### src/inc/ocpwm_pkg.sv
`default_nettype none
package ocpwm_pkg;

   // ------------------------------------------------------------
   // Register map (byte addresses)
   // ------------------------------------------------------------
   localparam int          ADDR_W      = 4;
   localparam logic [3:0]  ADDR_CTRL   = 4'h0;
   localparam logic [3:0]  ADDR_CMPA   = 4'h4;
   localparam logic [3:0]  ADDR_CMPB   = 4'h8;
   localparam logic [3:0]  ADDR_STAT   = 4'hc;

   // ------------------------------------------------------------
   // Field positions
   // ------------------------------------------------------------
   localparam int          CTRL_MODE_LSB = 0;
   localparam int          CTRL_MODE_MSB = 2;
   localparam int          CTRL_FLT_BIT  = 4;
   localparam int          STAT_CH_BIT   = 0;
   localparam int          STAT_PER_BIT  = 1;

   // ------------------------------------------------------------
   // Reset values
   // ------------------------------------------------------------
   localparam logic [15:0] CMP_RST     = 16'h0000;
   localparam logic [15:0] ZERO16      = 16'h0000;

   // ------------------------------------------------------------
   // Timing: instruction clock equals clk_i (100 MHz)
   // ------------------------------------------------------------
   localparam int          CLK_MHZ         = 100;
   localparam int          TCY_MHZ         = 100;
   localparam int          EVT_DELAY_TCY   = 2;
   localparam int          EVT_DELAY_CYC   = (EVT_DELAY_TCY * CLK_MHZ + TCY_MHZ - 1) / TCY_MHZ;

   // ------------------------------------------------------------
   // Types
   // ------------------------------------------------------------
   typedef enum logic [2:0] {
      MODE_OFF     = 3'h0,
      MODE_LOW     = 3'h1,
      MODE_HIGH    = 3'h2,
      MODE_TOGGLE  = 3'h3,
      MODE_SINGLE  = 3'h4,
      MODE_DUAL    = 3'h5,
      MODE_PWM     = 3'h6,
      MODE_PWM_FLT = 3'h7
   } ocpwm_mode_e;

   typedef enum logic [1:0] {
      ST_LOW   = 2'h0,
      ST_HIGH  = 2'h1,
      ST_SHUT  = 2'h3
   } ocpwm_state_e;

endpackage
`default_nettype wire

### src/inc/ocpwm_fault_if.sv
`default_nettype none
interface ocpwm_fault_if;
   logic fault_n;
   logic fault_mode;
   logic mode_rewrite;
   logic status;
   logic evt;

   modport unit
   (
      input  fault_n,
      input  fault_mode,
      input  mode_rewrite,
      output status,
      output evt
   );

   modport ctrl
   (
      output fault_n,
      output fault_mode,
      output mode_rewrite,
      input  status,
      input  evt
   );
endinterface
`default_nettype wire

### src/hw/ocpwm_channel.sv
// Functional notes
// - Modes 110 and 111 run the modulator
// - Low fault input shuts mode 111 down
// - A is active duty, B buffers next duty
// - Buffer copied to active duty at period
// - Period flag raised each modulator period
// - High at period boundary, low at duty
// - Fault A serves 1-4, B serves 5-8
// - Faulted modulator output goes high impedance
// - Shutdown path is independent of clock
// - Shutdown holds until fault gone and rewrite
// - Fault sets the channel event flag
// - Fault status bit 4, read only, sticky
// - Fault keeps control in sleep or idle
// - Period is period value plus one counts
// - A=0 from start: first pass no pulse
// - A=0, B=period: one-clock low then high
// - A>=B: rise at A, fall after wrap
// - B beyond period: rise only, no flag
// - All zero: continuous delayed pulses
// - A beyond period: output stays low
// - Writing 101 drives pin low at once
// - Pin rises one clock after A match
// - Event flag two clocks after falling edge
//
// Design decisions made here: the placing of the registers and the Wishbone interface to the registers.
`default_nettype none
module ocpwm_channel
   import ocpwm_pkg::*;
#(
   parameter int CHANNEL = 1,
   parameter int WIDTH   = 16
)
(
   // Clock and reset
   input  wire logic                         clk_i,
   input  wire logic                         rst_i,
   // Wishbone slave
   input  wire logic                         wb_cyc_i,
   input  wire logic                         wb_stb_i,
   input  wire logic                         wb_we_i,
   input  wire logic [ocpwm_pkg::ADDR_W-1:0] wb_adr_i,
   input  wire logic [3:0]                   wb_sel_i,
   input  wire logic [31:0]                  wb_dat_i,
   output logic      [31:0]                  wb_dat_o,
   output logic                              wb_ack_o,
   // Timebase
   input  wire logic [WIDTH-1:0]             timebase_count_i,
   input  wire logic                         timebase_advance_i,
   input  wire logic                         period_match_i,
   // Fault inputs, active low
   input  wire logic                         fault_input_a_i,
   input  wire logic                         fault_input_b_i,
   // Output pin
   output logic                              compare_output_pin_o,
   output logic                              compare_output_pin_oe_o,
   // Event flags
   output logic                              channel_event_flag_o,
   output logic                              period_event_flag_o
);
   import ocpwm_pkg::*;

   // ------------------------------------------------------------
   // Declarations
   // ------------------------------------------------------------
   ocpwm_mode_e                mode;
   ocpwm_state_e               state;
   ocpwm_state_e               next_state;
   logic [WIDTH-1:0]           compare_value_a;
   logic [WIDTH-1:0]           compare_value_b;
   logic                       channel_event_flag;
   logic                       period_event_flag;
   logic [EVT_DELAY_CYC-1:0]   fall_pipe;
   logic                       pin_q;
   logic                       oe_q;
   logic                       ack_q;
   logic [31:0]                dat_q;

   logic                       bus_req;
   logic                       wr_en;
   logic                       wr_lo;
   logic                       wr_hi;
   logic                       wr_ctrl;
   logic                       wr_cmpa;
   logic                       wr_cmpb;
   logic                       wr_stat;
   logic [WIDTH-1:0]           wr_data16;
   logic [31:0]                rd_data;
   logic                       is_pwm;
   logic                       is_dual;
   logic                       is_fault_mode;
   logic                       mode_rewrite;
   logic                       fault_n_sel;
   logic                       fault_now;
   logic                       hit_a;
   logic                       hit_b;
   logic                       fall_evt;
   logic                       boundary;
   logic                       duty_zero;
   logic [WIDTH-1:0]           cmp_vals [2];
   logic [1:0]                 hits;
   logic                       set_ch;
   logic                       set_per;
   logic                       clr_ch;
   logic                       clr_per;

   ocpwm_fault_if flt ();

   // ------------------------------------------------------------
   // Bus decode
   // ------------------------------------------------------------
   assign bus_req   = wb_cyc_i & wb_stb_i;
   assign wr_en     = bus_req & wb_we_i & ack_q;
   assign wr_lo     = wr_en & wb_sel_i[0];
   assign wr_hi     = wr_en & wb_sel_i[1];
   assign wr_ctrl   = wr_lo & (wb_adr_i == ADDR_CTRL);
   assign wr_cmpa   = (wr_lo | wr_hi) & (wb_adr_i == ADDR_CMPA) & ~is_pwm;
   assign wr_cmpb   = (wr_lo | wr_hi) & (wb_adr_i == ADDR_CMPB);
   assign wr_stat   = wr_lo & (wb_adr_i == ADDR_STAT);
   assign wr_data16 = wb_dat_i[WIDTH-1:0];

   always_comb
   begin
      rd_data = 32'h0000_0000;
      unique case (wb_adr_i)
         ADDR_CTRL:
         begin
            rd_data[CTRL_MODE_MSB:CTRL_MODE_LSB] = mode;
            rd_data[CTRL_FLT_BIT]                = flt.status;
         end
         ADDR_CMPA:
         begin
            rd_data[WIDTH-1:0] = compare_value_a;
         end
         ADDR_CMPB:
         begin
            rd_data[WIDTH-1:0] = compare_value_b;
         end
         ADDR_STAT:
         begin
            rd_data[STAT_CH_BIT]  = channel_event_flag;
            rd_data[STAT_PER_BIT] = period_event_flag;
         end
         default:
         begin
            rd_data = 32'h0000_0000;
         end
      endcase
   end

   // ------------------------------------------------------------
   // Wishbone answer
   // ------------------------------------------------------------
   always_ff @(posedge clk_i)
   begin
      if (rst_i)
      begin
         ack_q <= 1'b0;
         dat_q <= 32'h0000_0000;
      end
      else
      begin
         ack_q <= bus_req & ~ack_q;
         if (bus_req & ~ack_q)
         begin
            dat_q <= rd_data;
         end
      end
   end

   // ------------------------------------------------------------
   // Mode decode
   // ------------------------------------------------------------
   assign is_pwm        = (mode == MODE_PWM) | (mode == MODE_PWM_FLT);
   assign is_dual       = (mode == MODE_DUAL);
   assign is_fault_mode = (mode == MODE_PWM_FLT);
   assign mode_rewrite  = wr_ctrl &
                          (wb_dat_i[CTRL_MODE_MSB:CTRL_MODE_LSB] == MODE_PWM |
                           wb_dat_i[CTRL_MODE_MSB:CTRL_MODE_LSB] == MODE_PWM_FLT);

   // ------------------------------------------------------------
   // Fault selection and shutdown
   // ------------------------------------------------------------
   assign fault_n_sel = (CHANNEL <= 4) ? fault_input_a_i : fault_input_b_i;
   assign fault_now   = is_fault_mode & ~fault_n_sel;

   assign flt.fault_n      = fault_n_sel;
   assign flt.fault_mode   = is_fault_mode;
   assign flt.mode_rewrite = mode_rewrite;

   ocpwm_fault u_fault
   (
      .clk_i (clk_i),
      .rst_i (rst_i),
      .flt   (flt)
   );

   // ------------------------------------------------------------
   // Compare units: A (active duty) and B (buffer)
   // ------------------------------------------------------------
   assign cmp_vals[0] = compare_value_a;
   assign cmp_vals[1] = compare_value_b;

   for (genvar g = 0; g < 2; g++)
   begin : g_cmp
      ocpwm_match
      #(
         .WIDTH (WIDTH)
      )
      u_match
      (
         .count_i   (timebase_count_i),
         .advance_i (timebase_advance_i),
         .value_i   (cmp_vals[g]),
         .hit_o     (hits[g])
      );
   end

   assign hit_a     = hits[0];
   assign hit_b     = hits[1];
   // Period boundary: the advance on which the count wraps to zero
   assign boundary  = period_match_i & is_pwm;
   assign duty_zero = (compare_value_b == ZERO16);
   // Second compare only counts while the pulse is up
   assign fall_evt  = is_dual & (state == ST_HIGH) & hit_b;

   // ------------------------------------------------------------
   // Pin state machine
   // ------------------------------------------------------------
   always_comb
   begin
      next_state = state;
      unique case (state)
         ST_LOW:
         begin
            if (is_dual & hit_a)
            begin
               next_state = ST_HIGH;
            end
            else if (boundary & ~duty_zero)
            begin
               next_state = ST_HIGH;
            end
         end
         ST_HIGH:
         begin
            if (fall_evt)
            begin
               next_state = ST_LOW;
            end
            else if (boundary)
            begin
               next_state = duty_zero ? ST_LOW : ST_HIGH;
            end
            else if (is_pwm & hit_a)
            begin
               next_state = ST_LOW;
            end
         end
         ST_SHUT:
         begin
            if (~flt.status)
            begin
               next_state = ST_LOW;
            end
         end
         default:
         begin
            next_state = ST_LOW;
         end
      endcase
      if (flt.status | fault_now)
      begin
         next_state = ST_SHUT;
      end
      else if (wr_ctrl)
      begin
         next_state = ST_LOW;
      end
   end

   always_ff @(posedge clk_i)
   begin
      if (rst_i)
      begin
         state <= ST_LOW;
         pin_q <= 1'b0;
         oe_q  <= 1'b0;
      end
      else
      begin
         state <= next_state;
         pin_q <= (next_state == ST_HIGH);
         // A write of mode 000 must release the pin at once, not one cycle late
         oe_q  <= (next_state != ST_SHUT) &
                  (wr_ctrl ? (wb_dat_i[CTRL_MODE_MSB:CTRL_MODE_LSB] != MODE_OFF)
                           : (mode != MODE_OFF));
      end
   end

   // ------------------------------------------------------------
   // Registers
   // ------------------------------------------------------------
   always_ff @(posedge clk_i)
   begin
      if (rst_i)
      begin
         mode            <= MODE_OFF;
         compare_value_a <= CMP_RST;
         compare_value_b <= CMP_RST;
      end
      else
      begin
         if (wr_ctrl)
         begin
            mode <= ocpwm_mode_e'(wb_dat_i[CTRL_MODE_MSB:CTRL_MODE_LSB]);
         end
         if (boundary)
         begin
            compare_value_a <= compare_value_b;
         end
         else if (wr_cmpa)
         begin
            compare_value_a <= wr_data16;
         end
         if (wr_cmpb)
         begin
            compare_value_b <= wr_data16;
         end
      end
   end

   // ------------------------------------------------------------
   // Event flags: set wins over write-one-to-clear
   // ------------------------------------------------------------
   assign set_ch  = fall_pipe[EVT_DELAY_CYC-1] | flt.evt;
   assign set_per = boundary;
   assign clr_ch  = wr_stat & wb_dat_i[STAT_CH_BIT];
   assign clr_per = wr_stat & wb_dat_i[STAT_PER_BIT];

   always_ff @(posedge clk_i)
   begin
      if (rst_i)
      begin
         fall_pipe          <= '0;
         channel_event_flag <= 1'b0;
         period_event_flag  <= 1'b0;
      end
      else
      begin
         fall_pipe          <= {fall_pipe[EVT_DELAY_CYC-2:0], fall_evt};
         channel_event_flag <= set_ch | (channel_event_flag & ~clr_ch);
         period_event_flag  <= set_per | (period_event_flag & ~clr_per);
      end
   end

   // ------------------------------------------------------------
   // Outputs
   // ------------------------------------------------------------
   assign wb_ack_o             = ack_q;
   assign wb_dat_o             = dat_q;
   assign compare_output_pin_o = pin_q;
   // Clockless gate: a fault releases the pin at once, also in low power
   assign compare_output_pin_oe_o = oe_q & ~fault_now;
   assign channel_event_flag_o = channel_event_flag;
   assign period_event_flag_o  = period_event_flag;

endmodule
`default_nettype wire

### src/hw/ocpwm_fault.sv
`default_nettype none
module ocpwm_fault
(
   // Clock and reset
   input  wire logic clk_i,
   input  wire logic rst_i,
   // Control side
   ocpwm_fault_if.unit flt
);
   logic set_now;
   logic clr_now;
   logic status;

   assign set_now = flt.fault_mode & ~flt.fault_n;
   // Recovery needs the pin high again and a fresh mode write
   assign clr_now = flt.mode_rewrite & flt.fault_n;

   always_ff @(posedge clk_i)
   begin
      if (rst_i)
      begin
         status <= 1'b0;
      end
      else
      begin
         status <= set_now | (status & ~clr_now);
      end
   end

   assign flt.status = status;
   assign flt.evt    = set_now & ~status;
endmodule
`default_nettype wire

### src/hw/ocpwm_match.sv
`default_nettype none
module ocpwm_match
#(
   parameter int WIDTH = 16
)
(
   // Timebase
   input  wire logic [WIDTH-1:0] count_i,
   input  wire logic             advance_i,
   // Compare value
   input  wire logic [WIDTH-1:0] value_i,
   // Result
   output logic                  hit_o
);
   // Only a freshly taken count value matches, so prescaled counts hit once
   assign hit_o = advance_i & (count_i == value_i);
endmodule
`default_nettype wire

### config.mk
export PLATFORM = sky130hd
export DESIGN_NAME = ocpwm_channel
export DESIGN_NICKNAME = d
export VERILOG_FILES = /design/src/inc/ocpwm_pkg.sv /design/src/inc/ocpwm_fault_if.sv /design/src/hw/ocpwm_channel.sv /design/src/hw/ocpwm_fault.sv /design/src/hw/ocpwm_match.sv
export SDC_FILE = /design/constraint.sdc
export NUM_CORES = 1
export LEC_CHECK = 0
export ABC_CLOCK_PERIOD_IN_PS = 1850
export CORE_MARGIN = 2
export CORE_UTILIZATION = 57
export DETAILED_ROUTE_END_ITERATION = 16
export DONT_BUFFER_PORTS = 1
export PLACE_DENSITY = 0.71
export SLEW_MARGIN = 20
export SYNTH_ARGS = -nofsm -noshare
export SYNTH_HDL_FRONTEND = slang
export SYNTH_SLANG_ARGS = --single-unit
### constraint.sdc
create_clock -name clk_i -period 1.85 [get_ports clk_i]
set_input_delay 0.37 -clock clk_i [delete_from_list [all_inputs] [get_ports clk_i]]
set_output_delay 0.37 -clock clk_i [all_outputs]
set_load 0.01 [all_outputs]
# Word-level counts from Yosys, hierarchy flattened
# Cells that the tools add are included.
# Widths: inputs -> output; s select.
[word_totals]
ff_bits = 61
elab_cells = 97
[classes]
n_eq_ne = 14
mux = 18
bitwise = 47
n_reduce_logical = 6
[op_table]
columns = ["op", "count"]
rows = [
  ["$eq 16x16->1", 2],
  ["$mux 16", 2],
  ["$and 1x1->1", 30],
  ["$pmux 11 s2", 1],
  ["$logic_not 16->1", 1],
  ["$mux 2", 8],
  ["$eq 3x3->1 const B", 5],
  ["$not 1->1", 9],
  ["$eq 4x4->1 const B", 2],
  ["$or 1x1->1", 8],
  ["$pmux 2 s4", 1],
  ["$pmux 1 s3", 2],
  ["$pmux 2 s3", 1],
  ["$reduce_bool 3->1", 2],
  ["$eq 2x1->1 const B", 2],
  ["$eq 4x3->1 const B", 1],
  ["$logic_not 4->1", 1],
  ["$eq 2x2->1 const B", 1],
  ["$logic_not 2->1", 1],
  ["$mux 1", 2],
  ["$ne 2x2->1 const B", 1],
  ["$pmux 1 s2", 1],
  ["$reduce_bool 2->1", 1],
]

# Depth between registers and ports, before layout
[depth]
word_depth = 11
depth_mapped = 9
ltp_nobuf = 6

# By module
# From an unflattened synthesis, not the netlist that was laid out.
[hier_totals]
hier_cells = 345
hier_area_um2 = 3166.8
[by_module_without_submodules]
columns = ["mod", "n_inst", "cells_each", "area_each_um2", "seq_area_each_um2"]
rows = [
  ["ocpwm_channel", 1, 296, 2757.6, 1201.2],
  ["ocpwm_match", 2, 22, 181.4, 0.0],
  ["ocpwm_fault", 1, 5, 46.3, 20.0],
]

# Least setup slack after synthesis
# No wires, ideal clock.
[synth_timing]
kind = "input to register"
from = "input timebase_count_i[0]"
to = "register state[0]"
setup_ns = 0.133
arrival_time_ns = 1.650
path_slack_ns = 0.067
stages = 6
path_buffers = 0
cell_sequence = "xnor2_1 -> nand3_1 -> or4_4 -> a211o_1 -> a211oi_2 -> nor3_1"
[synth_via]
elab_chain_len = 9
elab_cells_between_ends = 14
classes_between = "eq/ne: 2; mux: 7; bitwise: 5"
[synth_rtl]
columns = ["item", "line_no", "rtl"]
rows = [
  ["start: declaration", "ocpwm_channel.sv:48", "input wire logic [WIDTH-1:0] timebase_count_i,"],
  ["$eq 16x16->1", "ocpwm_match.sv:16", "assign hit_o = advance_i & (count_i == value_i);"],
  ["$and 1x1->1", "ocpwm_match.sv:16", ""],
  ["$and 1x1->1", "ocpwm_channel.sv:255", "else if (is_pwm & hit_a)"],
  ["$mux 2", "ocpwm_channel.sv:255", ""],
  ["$mux 2", "ocpwm_channel.sv:251", "else if (boundary)"],
  ["$mux 2", "ocpwm_channel.sv:247", "if (fall_evt)"],
  ["$pmux 2 s3 *", "ocpwm_channel.sv:233", "unique case (state)"],
  ["$mux 2 *", "ocpwm_channel.sv:276", "else if (wr_ctrl)"],
  ["$mux 2 *", "ocpwm_channel.sv:272", "if (flt.status | fault_now)"],
  ["end signal: assignment", "ocpwm_channel.sv:292", "state <= next_state;"],
  ["end: declaration", "ocpwm_channel.sv:67", "ocpwm_state_e state;"],
]
# Mark *: on every way between the ends. The rest lies on a longest branch, timed or not.
# A chain may end at the register's enable or synchronous reset.

# Worst setup path after layout
[layout_timing]
from = "register compare_value_a[3]"
to = "register state[0]"
[layout_via]
elab_chain_len = 9
elab_cells_between_ends = 11
classes_between = "eq/ne: 1; mux: 7; bitwise: 3"
[layout_rtl]
columns = ["item", "line_no", "rtl"]
rows = [
  ["start: declaration", "ocpwm_channel.sv:69", "logic [WIDTH-1:0] compare_value_a;"],
  ["start signal: assignment", "ocpwm_channel.sv:320", "compare_value_a <= compare_value_b;"],
  ["start signal: assignment", "ocpwm_channel.sv:324", "compare_value_a <= wr_data16;"],
  ["$eq 16x16->1 *", "ocpwm_match.sv:16", ""],
  ["$and 1x1->1 *", "ocpwm_match.sv:16", ""],
  ["$and 1x1->1", "ocpwm_channel.sv:255", ""],
  ["$mux 2", "ocpwm_channel.sv:255", ""],
  ["$mux 2", "ocpwm_channel.sv:251", ""],
  ["$mux 2", "ocpwm_channel.sv:247", ""],
  ["$pmux 2 s3 *", "ocpwm_channel.sv:233", ""],
  ["$mux 2 *", "ocpwm_channel.sv:276", ""],
  ["$mux 2 *", "ocpwm_channel.sv:272", ""],
]
# Marked as above.

==> run summary <==
The flow ran to the end, but the final reports show violations. The checks that failed: negative setup slack. Across all setup checks in the final design, the least slack found is -36.1 ps. The half-perimeter wire length after detailed placement is between 6000 and 7000 um.

After the first detailed-routing iteration, the DRC count stood at 290. The clock latency at the later pin of the worst-skew pair came out at ~340 ps. In this run the tightest slew margin relative to its limit is between 60% and 70%.

In this run the tool buffered the top-level ports with 0 buffer cells. The number of diodes added for antenna fixing is 0. In the routed design, unresolved DRC markers number 0. Overall power consumption after layout is estimated at roughly 2600 uW. The count of antenna-violating nets left after detailed routing came out at 0. Across the run, the number of max-cap violations was 0.

The first-pass iteration count of the detailed router is 6. After routing the design area is ~3500 sq um. The number of clock buffers inserted by TritonCTS came out at 9. The number of warnings issued by yosys is 0.

The CTS tree is done. The portion of the clock cycle consumed by the worst path in the final layout is 102%. The largest clock skew in the final design is a little over 9 ps. The cell at the root of the clock tree is sky130_fd_sc_hd__clkbuf_8.

Synthesis produced a netlist whose cell count is 369. The worst-case IR drop observed on VDD is roughly 0.43 mV. STA classifies the critical path startpoint as a flip-flop. Measured along the y axis, the die boundary spans ~78 um.

In this run the count of I/O pins placed on the die edge is about 100. The total power density per cell area came out at 743 nW/um^2. The final max-slew violation count is 0.

The routed via count came out at between 2000 and 3000. The initial antenna violation count is 0. The worst setup timing slack at the placement stage is -61.3 ps. In the global route stage, overall resource usage came out at between 20% and 30%. In this run, distinct cell masters in the synthesized netlist total 46. The time the final worst path needs with I/O delays and setup came out at ~1900 ps. The die area is ~6100 sq um. The congestion estimate from routability-driven global placement came to slightly below 0.9. The via count normalized by instance count is 6.09. Summed over all layers, the global routing overflow is 0. Data arrives at the worst endpoint at between 2000 and 2500 ps.

The critical path is of the flip-flop to flip-flop type. The width of the chip came out at 78.1 um. Wires add up to 8370 um. The synthesized area divided by synthesized cell count came out at ~8.5 sq um. For this run, the top clock speed supported by timing is about 530 MHz. The global-route wire length before repair came out at roughly 13000 um.

The core area came out at 5200 sq um. The accumulated negative setup slack came out at -36.1 ps. The standard cell area after detailed placement came out at ~3300 sq um.

The data required time of the worst path came out at about 2100 ps. The standby leakage power came out at between 0.001 and 0.0015 uW. Once the floorplan was initialized, standard cells occupied between 60% and 70% of the core. Buffers inserted to repair hold after CTS numbered 0.

The worst hold margin is 84.7 ps. The transition time at the pin with the least slew margin is 563 ps. The sequential area share after synthesis is 39.0%.

The largest net degree at the start of global routing came out at slightly above 60. The worst setup path is captured at a flip-flop. The count of standard-cell rows is 26. Setup repair after global routing could not meet its margin everywhere. The via count of the first global-routing pass is 2526. The area growth from synthesis to layout is 13.2%. The clock sink total came out at roughly 60.

For this run, the post-layout net count is about 450. The post-detailed-route wirelength per cell came out at 18.2 um. Setup violations remaining at the end of the flow were counted as 1.

Of the cells placed in the final design, the portion with a size suffix greater than 1 is 18.0%. The path class of the tightest hold or removal check is input pin to flip-flop. The number of flip-flops and latches in the synthesized netlist is around 60. The maximum fanout along the worst path is 2.

The maximum buffer depth of the clock tree is 2. The synthesized area came out at around 3100 sq um. The clock slew seen by the registers of the worst setup and hold paths came out at 70 ps. The number of hold violations in the final report is 0.

The level count of the clock H-tree came out at 3.
## registers in the layout, indices dropped and copies added (netlist names)
signal                flops
compare_value_b          16
channel_event_flag_o      1
wb_dat_o                 16
compare_value_a          16
compare_output_pin_o      1
state                     2
wb_ack_o                  1
period_event_flag_o       1
mode                      3
fall_pipe                 2
oe_q                      1
u_fault.flt.status        1
## cells by family after synthesis
logic type	synth area share, %
AND/OR/NAND/NOR	21.5
AO/OA/AOI/OAI	15.6
flip-flops	39.0
buffers and inverters	8.15
XOR/XNOR	8.39
multiplexers	7.19
other	0.120
## through the flow
| stage | util, % | cells |
|---|---|---|
| floorplan | - | 384 |
| global placement | 62.8 | 443 |
| detailed placement | 62.8 | 443 |
| CTS | 66.5 | 457 |
| global route | 68.1 | 459 |
| finish | 68.1 | 459 |
## synth_stat cells, drive strengths merged
cell / instances / area share (%)
a2111oi: 2 / 0.56
a211o: 1 / 0.28
a211oi: 16 / 4.0
a21boi: 1 / 0.24
a21oi: 21 / 3.4
a221oi: 13 / 3.6
a22o: 1 / 0.28
a22oi: 4 / 0.96
a31oi: 1 / 0.20
a41oi: 1 / 0.28
and2: 3 / 0.64
and3: 1 / 0.20
and4: 1 / 0.28
buf: 23 / 5.4
clkbuf: 16 / 1.9
conb: 1 / 0.12
dfxtp: 61 / 39
inv: 7 / 0.84
mux2i: 18 / 5.8
mux4: 2 / 1.4
nand2: 39 / 4.7
nand2b: 4 / 0.80
nand3: 7 / 1.1
nand3b: 1 / 0.24
nand4: 7 / 1.4
nand4b: 1 / 0.28
nor2: 48 / 5.8
nor2b: 3 / 0.68
nor3: 16 / 2.6
nor4: 6 / 1.2
nor4b: 2 / 0.96
o2111ai: 1 / 0.28
o211ai: 1 / 0.40
o21a: 2 / 0.48
o21ai: 4 / 0.64
or2: 1 / 0.20
or3: 1 / 0.20
or4: 1 / 0.36
xnor2: 24 / 6.7
xor2: 6 / 1.7
## final cells by class
type                    count  area (sq um)
fillers                   436          1660
repair buffers             30           238
multi-input cells         277          1780
clock buffers              12           145
flip-flops and latches     61          1230
clock inverters             2          35.0
well taps                  70          87.6
inverters                   7          26.3
## cells in the final DEF (no fill, tap or decap), drive strengths merged, types with 2 or more instances in the layout
cell type and n:
xor2 6, dfxtp 61, nand2b 4, xnor2 24, a21oi 21, o21a 2, a2111oi 2, nor4b 2
o21ai 4, nor3 16, and2 3, mux2i 18, inv 7, nand3 7, a22oi 4, nand4 7
a211oi 16, nor4 6, clkbuf 12, buf 30, a221oi 13, nor2 48, conb 16, nor2b 3
nand2 39, mux4 2
## worst max-delay path, stage by stage (launching register included)
cell,delay [ps]
sky130_fd_sc_hd__dfxtp_2,330
sky130_fd_sc_hd__xnor2_1,170
sky130_fd_sc_hd__nand4_1,120
sky130_fd_sc_hd__or4_4,540
sky130_fd_sc_hd__a211o_1,310
sky130_fd_sc_hd__a211oi_2,230
sky130_fd_sc_hd__nor3_1,80
## per-layer routing
metal	part of all wire, %	global-route usage [%]	routed length [um]
met1	44	41.0	3710
met4	2.3	11.2	192
met3	11	7.36	939
met5	0	0	0
met2	42	39.8	3530
## worst paths after layout
check	from	to	slack [ps]	depth (start not counted)
max	compare_value_a[3]$_SDFFE_PP0P_	state[0]$_SDFF_PP0_	-40	6
min	rst_i	compare_value_a[1]$_SDFFE_PP0P_	80	1
max reg2reg	compare_value_a[3]$_SDFFE_PP0P_	state[0]$_SDFF_PP0_	-40	6
min reg2reg	fall_pipe[0]$_SDFF_PP0_	fall_pipe[1]$_SDFF_PP0_	450	1
## power by group
part | internal (uW) | switching (uW) | total (uW)
clock | 643 | 504 | 1150
sequential | 1330 | 17.9 | 1350
combinational | 62.7 | 74.1 | 137
## repair_timing
| action | CTS | global route |
|---|---|---|
| resized for setup | 3 | 17 |
| hold endpoints to repair | 0 | 0 |
| endpoints found under the setup margin | 2 | 3 |
| setup buffers | 0 | 2 |
| pin swaps | 2 | 9 |
No activity file was read; power rests on OpenSTA's default activity.
